--- src/rtl/bie_pkg.sv ---
package bie_pkg;

  // Geometry of the core datapath.
  localparam int PC_W = 21;
  localparam int RF_ADDR_W = 12;

  // Opcode fields, compared against the upper bits of an instruction word.
  localparam logic [5:0] OPC_INC = 6'h0a;
  localparam logic [5:0] OPC_INC_SKZ = 6'h0f;
  localparam logic [5:0] OPC_INC_SKNZ = 6'h12;
  localparam logic [7:0] OPC_JUMP_W1 = 8'hef;
  localparam logic [3:0] OPC_JUMP_W2 = 4'hf;

  // Instruction field positions.
  localparam int BIT_DEST = 9;
  localparam int BIT_BANK = 8;

  // Addresses below this value of the fast bank map to bank zero, the rest to the top bank.
  localparam logic [7:0] ACCESS_SPLIT = 8'h60;
  localparam logic [7:0] INDEX_LIMIT = 8'h5f;
  localparam logic [3:0] ACCESS_HI_BANK = 4'hf;

  // Quarter-cycle numbering within one instruction cycle.
  localparam logic [1:0] QTR_1 = 2'h0;
  localparam logic [1:0] QTR_2 = 2'h1;
  localparam logic [1:0] QTR_3 = 2'h2;
  localparam logic [1:0] QTR_4 = 2'h3;

  // Register byte offsets on the APB.
  localparam logic [7:0] OFS_CTRL = 8'h00;
  localparam logic [7:0] OFS_INDEX = 8'h04;
  localparam logic [7:0] OFS_FLAGS = 8'h08;
  localparam logic [7:0] OFS_ACC = 8'h0c;
  localparam logic [7:0] OFS_PC = 8'h10;

  // Control register fields.
  localparam int CTRL_RUN = 0;
  localparam int CTRL_EXT = 1;
  localparam int CTRL_BSR_LO = 8;

  // Flag register layout: carry, digit carry, zero, overflow, negative.
  localparam int FLG_C = 0;
  localparam int FLG_DC = 1;
  localparam int FLG_Z = 2;
  localparam int FLG_OV = 3;
  localparam int FLG_N = 4;
  localparam int FLG_SKIP = 8;

  // Reset values.
  localparam logic [PC_W-1:0] PC_RST = 21'h000000;
  localparam logic [7:0] ACC_RST = 8'h00;
  localparam logic [4:0] FLG_RST = 5'h00;
  localparam logic [3:0] BSR_RST = 4'h0;
  localparam logic [RF_ADDR_W-1:0] INDEX_RST = 12'h000;

  // Execution state of the core.
  typedef enum logic [1:0] {
    ST_EXEC = 2'b00,
    ST_JUMP2 = 2'b01,
    ST_SKIP = 2'b10
  } bie_state_t;

endpackage

--- src/rtl/bie_core.sv ---
// Decided for this implementation: the register offsets and register access over APB.
`timescale 1ns/100ps

// Behaviour
// RULE1: far_jump reaches any address, no condition.
// RULE2: Target literal loads program counter bits 20..1.
// RULE3: Two words; counter written after second word.
// RULE4: far_jump takes two cycles, second is idle.
// RULE5: Increment opcode is 001010, then d, a, f.
// RULE6: Read register, add one, deliver sum.
// RULE7: d clear selects accumulator, set selects register.
// RULE8: a clear fast bank, set uses bank pointer.
// RULE9: Extended mode, a clear, f<=95 uses indexing.
// RULE10: Plain increment updates C, DC, N, OV, Z.
// RULE11: Skip-nonzero stores, skips on nonzero, flags kept.
// RULE12: Skip discards fetched word; two-word skip costs more.
// RULE13: Skip-zero stores, skips on zero, flags kept.
// RULE14: Read Q2, add Q3, write Q4.
module bie_core
  import bie_pkg::*;
(
  // Clock and reset.
  input wire logic pclk,
  input wire logic presetn,
  // APB slave.
  input wire logic psel,
  input wire logic penable,
  input wire logic pwrite,
  input wire logic [7:0] paddr,
  input wire logic [31:0] pwdata,
  output logic [31:0] prdata,
  output logic pready,
  output logic pslverr,
  // Program memory fetch path.
  output logic [PC_W-1:0] prog_addr,
  input wire logic [15:0] instr_data,
  // Data register file.
  output logic [RF_ADDR_W-1:0] rf_addr,
  output logic rf_re,
  input wire logic [7:0] rf_rdata,
  output logic [7:0] rf_wdata,
  output logic rf_we
);

  // Quarter-cycle sequencer and fetch pipeline.
  logic [1:0] qtr_q, qtr_d; // Current quarter of the instruction cycle.
  bie_state_t state_q, state_d; // What the current cycle does.
  logic [PC_W-1:0] pc_q, pc_d; // Address of the next word to fetch.
  logic [15:0] ir_q, ir_d; // Instruction being executed this cycle.
  logic ir_vld_q, ir_vld_d; // Low until the first fetch lands.
  logic [7:0] klo_q, klo_d; // Low target byte of a far jump.

  // Datapath state.
  logic [7:0] opnd_q, opnd_d; // Byte read from the register file.
  logic [7:0] res_q, res_d; // Incremented byte.
  logic [4:0] rflg_q, rflg_d; // Flags of the increment.
  logic [7:0] acc_q, acc_d; // Accumulator.
  logic [4:0] flg_q, flg_d; // Status flags.
  logic skip_q, skip_d; // Last increment-and-test took its skip.
  logic [RF_ADDR_W-1:0] rfa_q, rfa_d; // Register file address.
  logic rfre_q, rfre_d; // Read strobe during Q2.
  logic rfwe_q, rfwe_d; // Write strobe during Q4.

  // Software-visible control.
  logic run_q, run_d; // Core runs only while set.
  logic ext_q, ext_d; // Extended instruction set enable.
  logic [3:0] bsr_q, bsr_d; // bank_select_pointer.
  logic [RF_ADDR_W-1:0] idx_q, idx_d; // Base for indexed literal offset mode.
  logic [31:0] rdata_q, rdata_d; // Registered read data.
  logic err_q, err_d; // Registered error for the access phase.

  // Decode helpers.
  logic [5:0] opc; // Upper six bits of the instruction.
  logic is_inc, is_skz, is_sknz, is_jump, is_any_inc;
  logic [7:0] f_addr; // Register address field.
  logic [RF_ADDR_W-1:0] eff_addr; // Address after banking.
  logic [7:0] inc_sum;
  logic [4:0] inc_flg;
  logic apb_setup, apb_wr, mapped;

  // The incrementer is shared by all three increment forms.
  bie_incr u_incr (
    .opnd(opnd_q),
    .sum(inc_sum),
    .flags(inc_flg)
  );

  // Instruction decode from the executing word.
  always_comb begin
    opc = ir_q[15:10];
    f_addr = ir_q[7:0];
    is_inc = ir_vld_q & (opc == OPC_INC); // RULE5
    is_skz = ir_vld_q & (opc == OPC_INC_SKZ);
    is_sknz = ir_vld_q & (opc == OPC_INC_SKNZ);
    is_jump = ir_vld_q & (ir_q[15:8] == OPC_JUMP_W1);
    is_any_inc = is_inc | is_skz | is_sknz;
    // Banking choice; indexing wins over the fast bank in extended mode.
    if (!ir_q[BIT_BANK] && ext_q && (f_addr <= INDEX_LIMIT)) begin
      eff_addr = idx_q + {4'h0, f_addr}; // RULE9
    end else if (!ir_q[BIT_BANK]) begin
      // The fast bank splits between the bottom and the top of the space.
      eff_addr = (f_addr < ACCESS_SPLIT) ? {4'h0, f_addr} : {ACCESS_HI_BANK, f_addr}; // RULE8
    end else begin
      eff_addr = {bsr_q, f_addr}; // RULE8
    end
  end

  // Next-state logic of the sequencer and datapath.
  always_comb begin
    qtr_d = qtr_q;
    state_d = state_q;
    pc_d = pc_q;
    ir_d = ir_q;
    ir_vld_d = ir_vld_q;
    klo_d = klo_q;
    opnd_d = opnd_q;
    res_d = res_q;
    rflg_d = rflg_q;
    acc_d = acc_q;
    flg_d = flg_q;
    skip_d = skip_q;
    rfa_d = rfa_q;
    rfre_d = 1'b0;
    rfwe_d = 1'b0;
    if (run_q) begin
      qtr_d = qtr_q + 2'h1;
      case (qtr_q)
        QTR_1: begin
          // Decode; present the operand address for the read in Q2.
          if (state_q == ST_EXEC && is_any_inc) begin
            rfa_d = eff_addr;
            rfre_d = 1'b1; // RULE14
          end
        end
        QTR_2: begin
          // Capture the operand, or the low target byte of a far jump.
          if (state_q == ST_EXEC && is_any_inc) begin
            opnd_d = rf_rdata; // RULE6 RULE14
          end
          if (state_q == ST_EXEC && is_jump) begin
            klo_d = ir_q[7:0]; // RULE3
          end
        end
        QTR_3: begin
          // Add; a register destination gets its write strobe for Q4.
          if (state_q == ST_EXEC && is_any_inc) begin
            res_d = inc_sum; // RULE6 RULE14
            rflg_d = inc_flg;
            rfwe_d = ir_q[BIT_DEST]; // RULE7
          end
        end
        QTR_4: begin
          // Retire the instruction and fetch the next word.
          ir_d = instr_data;
          ir_vld_d = 1'b1;
          pc_d = pc_q + 21'h000002;
          state_d = ST_EXEC;
          case (state_q)
            ST_EXEC: begin
              if (is_any_inc) begin
                if (!ir_q[BIT_DEST]) begin
                  acc_d = res_q; // RULE7
                end
                if (is_inc) begin
                  flg_d = rflg_q; // RULE10
                end
                // Only the plain increment touches the flags.
                skip_d = (is_skz && res_q == 8'h00) || (is_sknz && res_q != 8'h00); // RULE11 RULE13
                if (skip_d) begin
                  state_d = ST_SKIP; // RULE12
                end
              end else if (is_jump) begin
                // The word fetched now is the second jump word, never executed.
                if (instr_data[15:12] == OPC_JUMP_W2) begin
                  pc_d = {instr_data[11:0], klo_q, 1'b0}; // RULE1 RULE2 RULE3
                end
                ir_vld_d = 1'b0;
                state_d = ST_JUMP2; // RULE4
              end
            end
            ST_SKIP: begin
              // A discarded two-word jump drags its second word into the idle run.
              if (is_jump) begin
                state_d = ST_SKIP; // RULE12
                ir_vld_d = 1'b1;
              end
            end
            ST_JUMP2: begin
              state_d = ST_EXEC; // RULE4
            end
            default: begin
              state_d = ST_EXEC;
            end
          endcase
        end
        default: begin
          qtr_d = QTR_1;
        end
      endcase
    end else begin
      qtr_d = QTR_1;
    end
    // Accumulator and flag writes land except in Q4 of a running core; program counter writes only while it is stopped.
    if (apb_wr && paddr == OFS_ACC && !(run_q && qtr_q == QTR_4)) begin
      acc_d = pwdata[7:0];
    end
    if (apb_wr && paddr == OFS_FLAGS && !(run_q && qtr_q == QTR_4)) begin
      flg_d = pwdata[FLG_N:FLG_C];
      skip_d = skip_d & ~pwdata[FLG_SKIP];
    end
    if (apb_wr && paddr == OFS_PC && !run_q) begin
      pc_d = {pwdata[PC_W-1:1], 1'b0};
      ir_vld_d = 1'b0;
    end
  end

  // Sequencer and datapath registers.
  always_ff @(posedge pclk or negedge presetn) begin
    if (!presetn) begin
      qtr_q <= QTR_1;
      state_q <= ST_EXEC;
      pc_q <= PC_RST;
      ir_q <= 16'h0000;
      ir_vld_q <= 1'b0;
      klo_q <= 8'h00;
      opnd_q <= 8'h00;
      res_q <= 8'h00;
      rflg_q <= FLG_RST;
      acc_q <= ACC_RST;
      flg_q <= FLG_RST;
      skip_q <= 1'b0;
      rfa_q <= {RF_ADDR_W{1'b0}};
      rfre_q <= 1'b0;
      rfwe_q <= 1'b0;
    end else begin
      qtr_q <= qtr_d;
      state_q <= state_d;
      pc_q <= pc_d;
      ir_q <= ir_d;
      ir_vld_q <= ir_vld_d;
      klo_q <= klo_d;
      opnd_q <= opnd_d;
      res_q <= res_d;
      rflg_q <= rflg_d;
      acc_q <= acc_d;
      flg_q <= flg_d;
      skip_q <= skip_d;
      rfa_q <= rfa_d;
      rfre_q <= rfre_d;
      rfwe_q <= rfwe_d;
    end
  end

  // APB decode; the slave never stretches a transfer.
  always_comb begin
    apb_setup = psel & ~penable;
    apb_wr = psel & penable & pwrite;
    mapped = (paddr == OFS_CTRL) || (paddr == OFS_INDEX) || (paddr == OFS_FLAGS) ||
             (paddr == OFS_ACC) || (paddr == OFS_PC);
  end

  // Control register next values and the read mux.
  always_comb begin
    run_d = run_q;
    ext_d = ext_q;
    bsr_d = bsr_q;
    idx_d = idx_q;
    rdata_d = rdata_q;
    err_d = err_q;
    if (apb_wr && paddr == OFS_CTRL) begin
      run_d = pwdata[CTRL_RUN];
      ext_d = pwdata[CTRL_EXT];
      bsr_d = pwdata[CTRL_BSR_LO +: 4];
    end
    if (apb_wr && paddr == OFS_INDEX) begin
      idx_d = pwdata[RF_ADDR_W-1:0];
    end
    // Read data is taken in the setup cycle so it comes from a flip-flop.
    if (apb_setup) begin
      err_d = ~mapped;
      case (paddr)
        OFS_CTRL: rdata_d = {20'h00000, bsr_q, 6'h00, ext_q, run_q};
        OFS_INDEX: rdata_d = {20'h00000, idx_q};
        OFS_FLAGS: rdata_d = {23'h000000, skip_q, 3'h0, flg_q};
        OFS_ACC: rdata_d = {24'h000000, acc_q};
        OFS_PC: rdata_d = {11'h000, pc_q};
        default: rdata_d = 32'h00000000;
      endcase
    end
  end

  // Control registers.
  always_ff @(posedge pclk or negedge presetn) begin
    if (!presetn) begin
      run_q <= 1'b0;
      ext_q <= 1'b0;
      bsr_q <= BSR_RST;
      idx_q <= INDEX_RST;
      rdata_q <= 32'h00000000;
      err_q <= 1'b0;
    end else begin
      run_q <= run_d;
      ext_q <= ext_d;
      bsr_q <= bsr_d;
      idx_q <= idx_d;
      rdata_q <= rdata_d;
      err_q <= err_d;
    end
  end

  // Outputs.
  assign prdata = rdata_q;
  assign pready = 1'b1;
  assign pslverr = psel & penable & err_q;
  assign prog_addr = pc_q;
  assign rf_addr = rfa_q;
  assign rf_re = rfre_q;
  assign rf_wdata = res_q;
  assign rf_we = rfwe_q;

endmodule

--- src/rtl/bie_incr.sv ---
`timescale 1ns/100ps

// Adds one to a data byte and works out the arithmetic flags of that addition.
module bie_incr
  import bie_pkg::*;
(
  // Operand.
  input wire logic [7:0] opnd,
  // Result and flags.
  output logic [7:0] sum,
  output logic [4:0] flags
);

  logic [8:0] wide; // Sum with carry out of bit 7.
  logic [4:0] half; // Low nibble sum with carry into bit 4.

  // Pure combinational adder; the caller registers the outputs.
  always_comb begin
    wide = {1'b0, opnd} + 9'h001;
    half = {1'b0, opnd[3:0]} + 5'h01;
    sum = wide[7:0];
    flags = 5'h00;
    flags[FLG_C] = wide[8];
    flags[FLG_DC] = half[4];
    flags[FLG_Z] = (wide[7:0] == 8'h00);
    // Only a positive operand can overflow when one is added.
    flags[FLG_OV] = ~opnd[7] & wide[7];
    flags[FLG_N] = wide[7];
  end

endmodule

--- config.mk ---
export PLATFORM = sky130hd
export DESIGN_NAME = bie_core
export DESIGN_NICKNAME = d
export VERILOG_FILES = /design/src/rtl/bie_pkg.sv /design/src/rtl/bie_core.sv /design/src/rtl/bie_incr.sv
export SDC_FILE = /design/constraint.sdc
export NUM_CORES = 1
export LEC_CHECK = 0
export ABC_AREA = 1
export BUFFER_PORTS_ARGS = -buffer_cell sky130_fd_sc_hd__buf_2
export CORE_MARGIN = 4
export CORE_UTILIZATION = 50
export CTS_CLUSTER_DIAMETER = 60
export DETAILED_ROUTE_END_ITERATION = 16
export GPL_ROUTABILITY_DRIVEN = 0
export PLACE_DENSITY = 0.84
export RECOVER_POWER = 100
export SYNTH_ARGS = -nofsm -noshare
export SYNTH_HDL_FRONTEND = slang
export SYNTH_SLANG_ARGS = --single-unit
--- constraint.sdc ---
create_clock -name pclk -period 2.02 [get_ports pclk]
set_clock_uncertainty 0.1 [all_clocks]
set_input_delay 0.303 -clock pclk [delete_from_list [all_inputs] [get_ports pclk]]
set_output_delay 0.303 -clock pclk [all_outputs]
set_load 0.02 [all_outputs]
* Word level (Yosys, flattened, before mapping) *
Cells that the tools add are included.

word-level totals
  flip-flop bits (word level) = 150
  bits of input ports = 69
  output and inout port bits = 77
  logic and storage cells = 152

operators by class
  add/subtract/negate cells = 5
  order comparisons = 2
  eq/ne operators = 14
  muxes and demuxes = 46
  bitwise logic cells = 16
  reduce and logical (&&, ||, !) cells = 48

operators by type and width
  cell                                                  count
  two-way mux 21 bit                                    7
  case mux 21 bit (5 select lines)                      1
  two-way mux 8 bit                                     6
  two-way mux 12 bit                                    3
  two-way mux 5 bit                                     6
  logical NOT 8 bit                                     3
  nonzero test 2 bit                                    11
  adder 21 x 2 -> 21 bit (second input constant)        1
  two-way mux 1 bit                                     18
  equality test 8 x 4 -> 1 bit (second input constant)  2
  logical AND 1 bit                                     15
  adder 12 x 8 -> 12 bit                                1
  equality test 6 x 4 -> 1 bit (second input constant)  2
  AND reduction 3 bit                                   4
  AND 1 bit                                             10
  AND reduction 5 bit                                   2
  adder 8 x 1 -> 9 bit (second input constant)          1
  equality test 8 x 3 -> 1 bit (second input constant)  1
  equality test 8 x 5 -> 1 bit (second input constant)  1
  equality test 8 bit (second input constant)           1
  <= comparator 8 x 7 -> 1 bit (second input constant)  1
  < comparator 8 x 7 -> 1 bit (second input constant)   1
  two-way mux 2 bit                                     4
  nonzero test 8 bit                                    1
  other kinds (14)                                      28

* Logic depth before layout (Yosys ltp) *
  depth in word-level cells = 10
  depth in mapped cells = 11
  depth with buffers taken out = 11

* Hierarchy *
A second synthesis with hierarchy kept.

unflattened totals
  cell total of the unflattened synthesis = 1053
  area total of the unflattened synthesis = 7891.3 um^2

modules (own cells, without submodules)
  module    instances  cells each  area an instance (um^2)  sequential area each (um^2)
  bie_core  1          1011        7677.4                   3453.3
  bie_incr  1          42          214.0                    0.0

* Worst setup path before layout *
Ideal clock, no wire load.

  path type = reg-to-reg
  start = reg ir_q[0]
  end = reg rfa_q[6] (netlist: rf_addr[6])
  library setup time = 0.126 ns
  data arrival time = 1.560 ns
  data required time = 1.794 ns
  slack = 0.234 ns
  cell stages (with the launch flop) = 10
  path buffers = 0
  clock period less this slack = 1.786 ns
  cells stage by stage = dfrtp_1 > ha_1 > fa_1 > nand2_1 > nand2_1 > nand2_1 > o21ai_0 > xor2_1 > nor2_1 > o21ai_0

on the way
  longest elaborated chain between the ends = 3
  elaborated cells on any way between the ends = 4
  those cells by class = add/sub: 1; order compare: 1; mux: 1; reduce/logical: 1

RTL lines
  what                                                            RTL line         text
  start, declared                                                 bie_core.sv:49   logic [15:0] ir_q, ir_d;
  start signal, assigned                                          bie_core.sv:239  ir_q <= ir_d;
  branches (longest 2 deep; another with adder 12 x 8 -> 12 bit)  -
  two-way mux 12 bit (*)                                          bie_core.sv:98   if (!ir_q[BIT_BANK] && ext_q && (f_addr <= INDEX_LIMIT)) begin
  end signal, assigned                                            bie_core.sv:232  rfa_q <= {RF_ADDR_W{1'b0}};
  end signal, assigned                                            bie_core.sv:248  rfa_q <= rfa_d;
  end, declared                                                   bie_core.sv:60   logic [RF_ADDR_W-1:0] rfa_q, rfa_d;

Every way passes the cells marked *.
A chain may end at the register's enable or synchronous reset.

* Worst setup path after layout *
  start = reg qtr_q[0]
  end = reg pc_q[2] (netlist: prog_addr[2])

on the way
  longest elaborated chain between the ends = 3

RTL lines
  what                           RTL line         text
  start, declared                bie_core.sv:46   logic [1:0] qtr_q, qtr_d;
  start signal, assigned         bie_core.sv:236  qtr_q <= qtr_d;
  equality test 2 bit            bie_core.sv:127  case (qtr_q)
  nonzero test 2 bit (no line)   -
  AND reduction 2 bit (no line)  -
  end signal, assigned           bie_core.sv:238  pc_q <= pc_d;
  end, declared                  bie_core.sv:48   logic [PC_W-1:0] pc_q, pc_d;

Every way passes these cells.

==> metrics.log <==
[metrics] Syn Std Cell Area: 0.00762 mm^2
[metrics] Compound-Gate Fraction of Synth Area: 13.9%
[metrics] Pleak: 4.60 nW
[metrics] maximum clock path buffer count: 2
[metrics] synthesized instance count: 987
[metrics] Area contributors post-synth: dfrtp_1 45%, nand2_1 15%, o21ai_0 5.9%, inv_1 5.4%, nand3_1 4.2%
[metrics] number of iterations in the first detailed-routing pass: 5
[metrics] initial cell density of the core: 51.6%
[metrics] Worst Path Max Fanout: 18
[metrics] number of buffers created by CTS: 17
[metrics] category of cells accounting for the largest share of critical-path delay: buffers and inverters
[metrics] hold wc startpoint: pwdata[15]
[metrics] sequential area share after synthesis: 45.0%
[metrics] Final Hold Fails: 0
[metrics] number of enable flip-flop cells after synthesis: 0
[metrics] Clock Pin Slew Worst Setup and Hold Paths: 60 ps
[metrics] Detailed Place HPWL: 16.3 mm
[metrics] fraction of synthesized area in multiplexers: 0.296%
[metrics] Filler Cells Inserted: 1,363
[metrics] share of final-layout standard cells stronger than drive strength 1: 13.6%
[metrics] count of max-cap constraint violations: 0
[metrics] critical path data arrival time: 2160 ps
[metrics] Warnings, synthesis: 0
[metrics] fraction of registers with async set or reset after synthesis: 100%
[metrics] Via density: 5.41
[metrics] all-layer global routing usage: 24.7%
[metrics] worst min-delay path class: in -> reg
[metrics] H-tree depth: 4
[metrics] setup slack of the worst register-to-register path: 100 ps
[metrics] most common library cell in the layout ignoring fill and taps: nand2_1
[metrics] total core area: 0.0148 mm^2
[metrics] combined buffer and inverter count along the critical path: 2
[metrics] number of DRC markers after the initial detailed-route iteration: 748
[metrics] flip-flop and latch count after synthesis: 137
[metrics] reg-to-reg endpoint: prog_addr[2]
[metrics] per-instance average area after synthesis: 7.72 um^2
[metrics] Final min period: 1920 ps
[metrics] critical path class: reg -> reg
[metrics] maximum number of pins on one net before global-route repair: 60
[metrics] startpoint type of the worst setup path: flip-flop
[metrics] DRC viols: 0
[metrics] unrepaired setup endpoints after global routing: no
[metrics] residual antenna-violating net count after detailed routing: 0
[metrics] Critical R2R Launch: qtr_q[0]
[metrics] worst hold slack: 13.2 ps
[metrics] Max Transition Viols Final: 0
[metrics] worst path cell trace: ha_1 > nand2_1 > buf_4 > nand2_2 > inv_2 > nand2_1 > o211ai_1
[metrics] TNS Setup: 0 ps
[metrics] worst-case hold path end point: prog_addr[15]
[metrics] vias in the first global route: 6,881
[metrics] number of clock sinks: 137
[metrics] number of diodes: 0
[metrics] clock insertion delay at the later pin of the skew report: 420 ps
[metrics] worst hold path stage count: 3
[metrics] portion of synthesized cell area occupied by the leading cell type: 45.0%
[metrics] delay of the slowest cell on the worst path: 420 ps
[metrics] Slowest-stage cell, CP: dfrtp_1
[metrics] worst supply voltage drop on vdd: 629 uV
[metrics] most numerous cell on the critical path: nand2_1
[metrics] Die Ht: 131 um
[metrics] count of unique library cells instantiated by Yosys: 47
[metrics] worst-case headroom to the max-slew limit: 5.05%
[metrics] via count: 7,175
[metrics] share of synthesized cell area in full adder, half adder and majority cells: 2.73%
[metrics] commonest register cell after synthesis: dfrtp_1
[metrics] TritonCTS clock tree: done
[metrics] Routed WL: 21.5 mm
[metrics] achievable clock frequency: 522 MHz
[metrics] P&R area growth vs syn: 18.0%
[metrics] post-synthesis share of cell area spent on and, or, nand and nor gates: 27.0%
[metrics] cell taking the most area after synthesis: dfrtp_1
[metrics] post-synthesis xor/xnor area fraction: 1.49%
[metrics] CP Data Required Time: 2260 ps
[metrics] highest-count cells in the layout ignoring fill and taps: 298 x nand2_1, 137 x dfrtp_1, 111 x inv_1
[metrics] die width: 131 um
[metrics] cell area power density: 706 mW/mm^2
[metrics] post-route clock period utilization: 94.9%
[metrics] port buffer count: 121
[metrics] Ports: 146
[metrics] main combinational cell family by area after synthesis: simple AND/OR/NAND/NOR gates
[metrics] Die Footprint: 0.0173 mm^2
[metrics] total gr overflow: 0
[metrics] Final setup violation count: 0
[metrics] final-stage net count: 1,215
[metrics] library cell used as clock root buffer: clkbuf_16
[metrics] pin slew with the least headroom to its limit: 1420 ps
[metrics] antenna violations before repair: 0
[metrics] global-route wire length before repair: 34.1 mm
[metrics] Worst setup startpoint: qtr_q[0]
[metrics] Rows: 44
[metrics] length in cells of the worst reg-to-reg path: 7
[metrics] average wire length per cell after detail routing: 16.2 um
[metrics] outcome: finished, final reports clean
[metrics] nature of the critical path endpoint: flip-flop
## cell usage after synthesis, drive strengths merged, types with 5 or more instances
| library cell | count |
|---|---|
| nand4 | 10 |
| clkbuf | 8 |
| or2 | 5 |
| nor3 | 8 |
| o21ai | 113 |
| nor2 | 76 |
| o211ai | 16 |
| nand3 | 69 |
| nand2 | 302 |
| o31ai | 11 |
| a21oi | 25 |
| inv | 118 |
| o22ai | 6 |
| buf | 34 |
| xor2 | 12 |
| ha | 15 |
| dfrtp | 137 |
## what timing repair did
action                                  4_1_cts  5_1_grt
endpoints found under the setup margin        0       15
setup buffers                                 0        1
gates resized for setup                       0        8
hold buffers                                  6        0
endpoints found under the hold margin        58        0
## sequential cells by signal, indices dropped and copies added, names as in the netlist
name and cells:
prdata 21, prog_addr 20, ir_q 16, idx_q 12, rf_addr 12, acc_q 8, klo_q 8, opnd_q 8
rf_wdata 8, flg_q 5, bsr_q 4, rflg_q 4, qtr_q 2, state_q 2, err_q 1, ext_q 1
ir_vld_q 1, rf_re 1, rf_we 1, run_q 1, skip_q 1
## power by group
| part | switching (W) | total [W] | internal [W] |
|---|---|---|---|
| sequential | 0.0000320 | 0.00281 | 0.00278 |
| clock | 0.00117 | 0.00316 | 0.00200 |
| combinational | 0.000254 | 0.000373 | 0.000119 |
## worst register-to-register path: stages, from the launching register on
cell      delay [ps]
dfrtp_1          420
ha_1             230
nand2_1          100
buf_4            250
nand2_2          190
inv_2            320
nand2_1          120
o211ai_1         110
## metrics by stage
| stage | cell area (um^2) | setup WS (ps) | instances | total power [W] | util, % |
|---|---|---|---|---|---|
| floorplan | 7660 | 234 | 998 | 0.00304 | - |
| global placement | 8460 | 77.9 | 1288 | 0.00322 | 57.3 |
| detailed placement | 8460 | 64.6 | 1288 | 0.00323 | 57.3 |
| CTS | 9120 | 55.1 | 1326 | 0.00639 | 61.8 |
| global route | 8990 | 13.2 | 1327 | 0.00653 | 60.9 |
| finish | 8990 | 104 | 1327 | 0.00634 | 60.9 |
## how the worst max path moves through the flow
stage	cells past startpoint	end	slack, ps
floorplan	9	rf_addr[6]	230
global placement	10	rf_addr[8]	80
detailed placement	10	rf_addr[8]	60
CTS	10	rf_addr[8]	60
global route	8	rf_addr[9]	10
finish	7	prog_addr[2]	100
## per-layer routing
| metal | global-route usage, % | routed length (um) | vias to the layer above |
|---|---|---|---|
| met5 | 0 | 0 | - |
| met4 | 13.5 | 1060 | 0 |
| met3 | 6.69 | 1830 | 73 |
| met2 | 39.2 | 9850 | 328 |
| met1 | 30.7 | 8790 | 3299 |
| li1 | - | - | 3475 |
## final cells by class
cell class | count | area [um^2] | share of cell area (%)
clock buffers | 20 | 457 | 5.08
multi-input cells | 700 | 3490 | 38.8
well taps | 184 | 230 | 2.56
inverters | 119 | 450 | 5.01
flip-flops and latches | 137 | 3430 | 38.1
clock inverters | 12 | 149 | 1.66
repair buffers | 155 | 783 | 8.72
## cells by family after synthesis
kind of cell,after synthesis
other,2
AND/OR/NAND/NOR,474
XOR/XNOR,13
flip-flops,137
buffers and inverters,161
adder cells (fa/ha/maj),16
multiplexers,2
AO/OA/AOI/OAI,182
No activity file was read; power rests on OpenSTA's default activity.
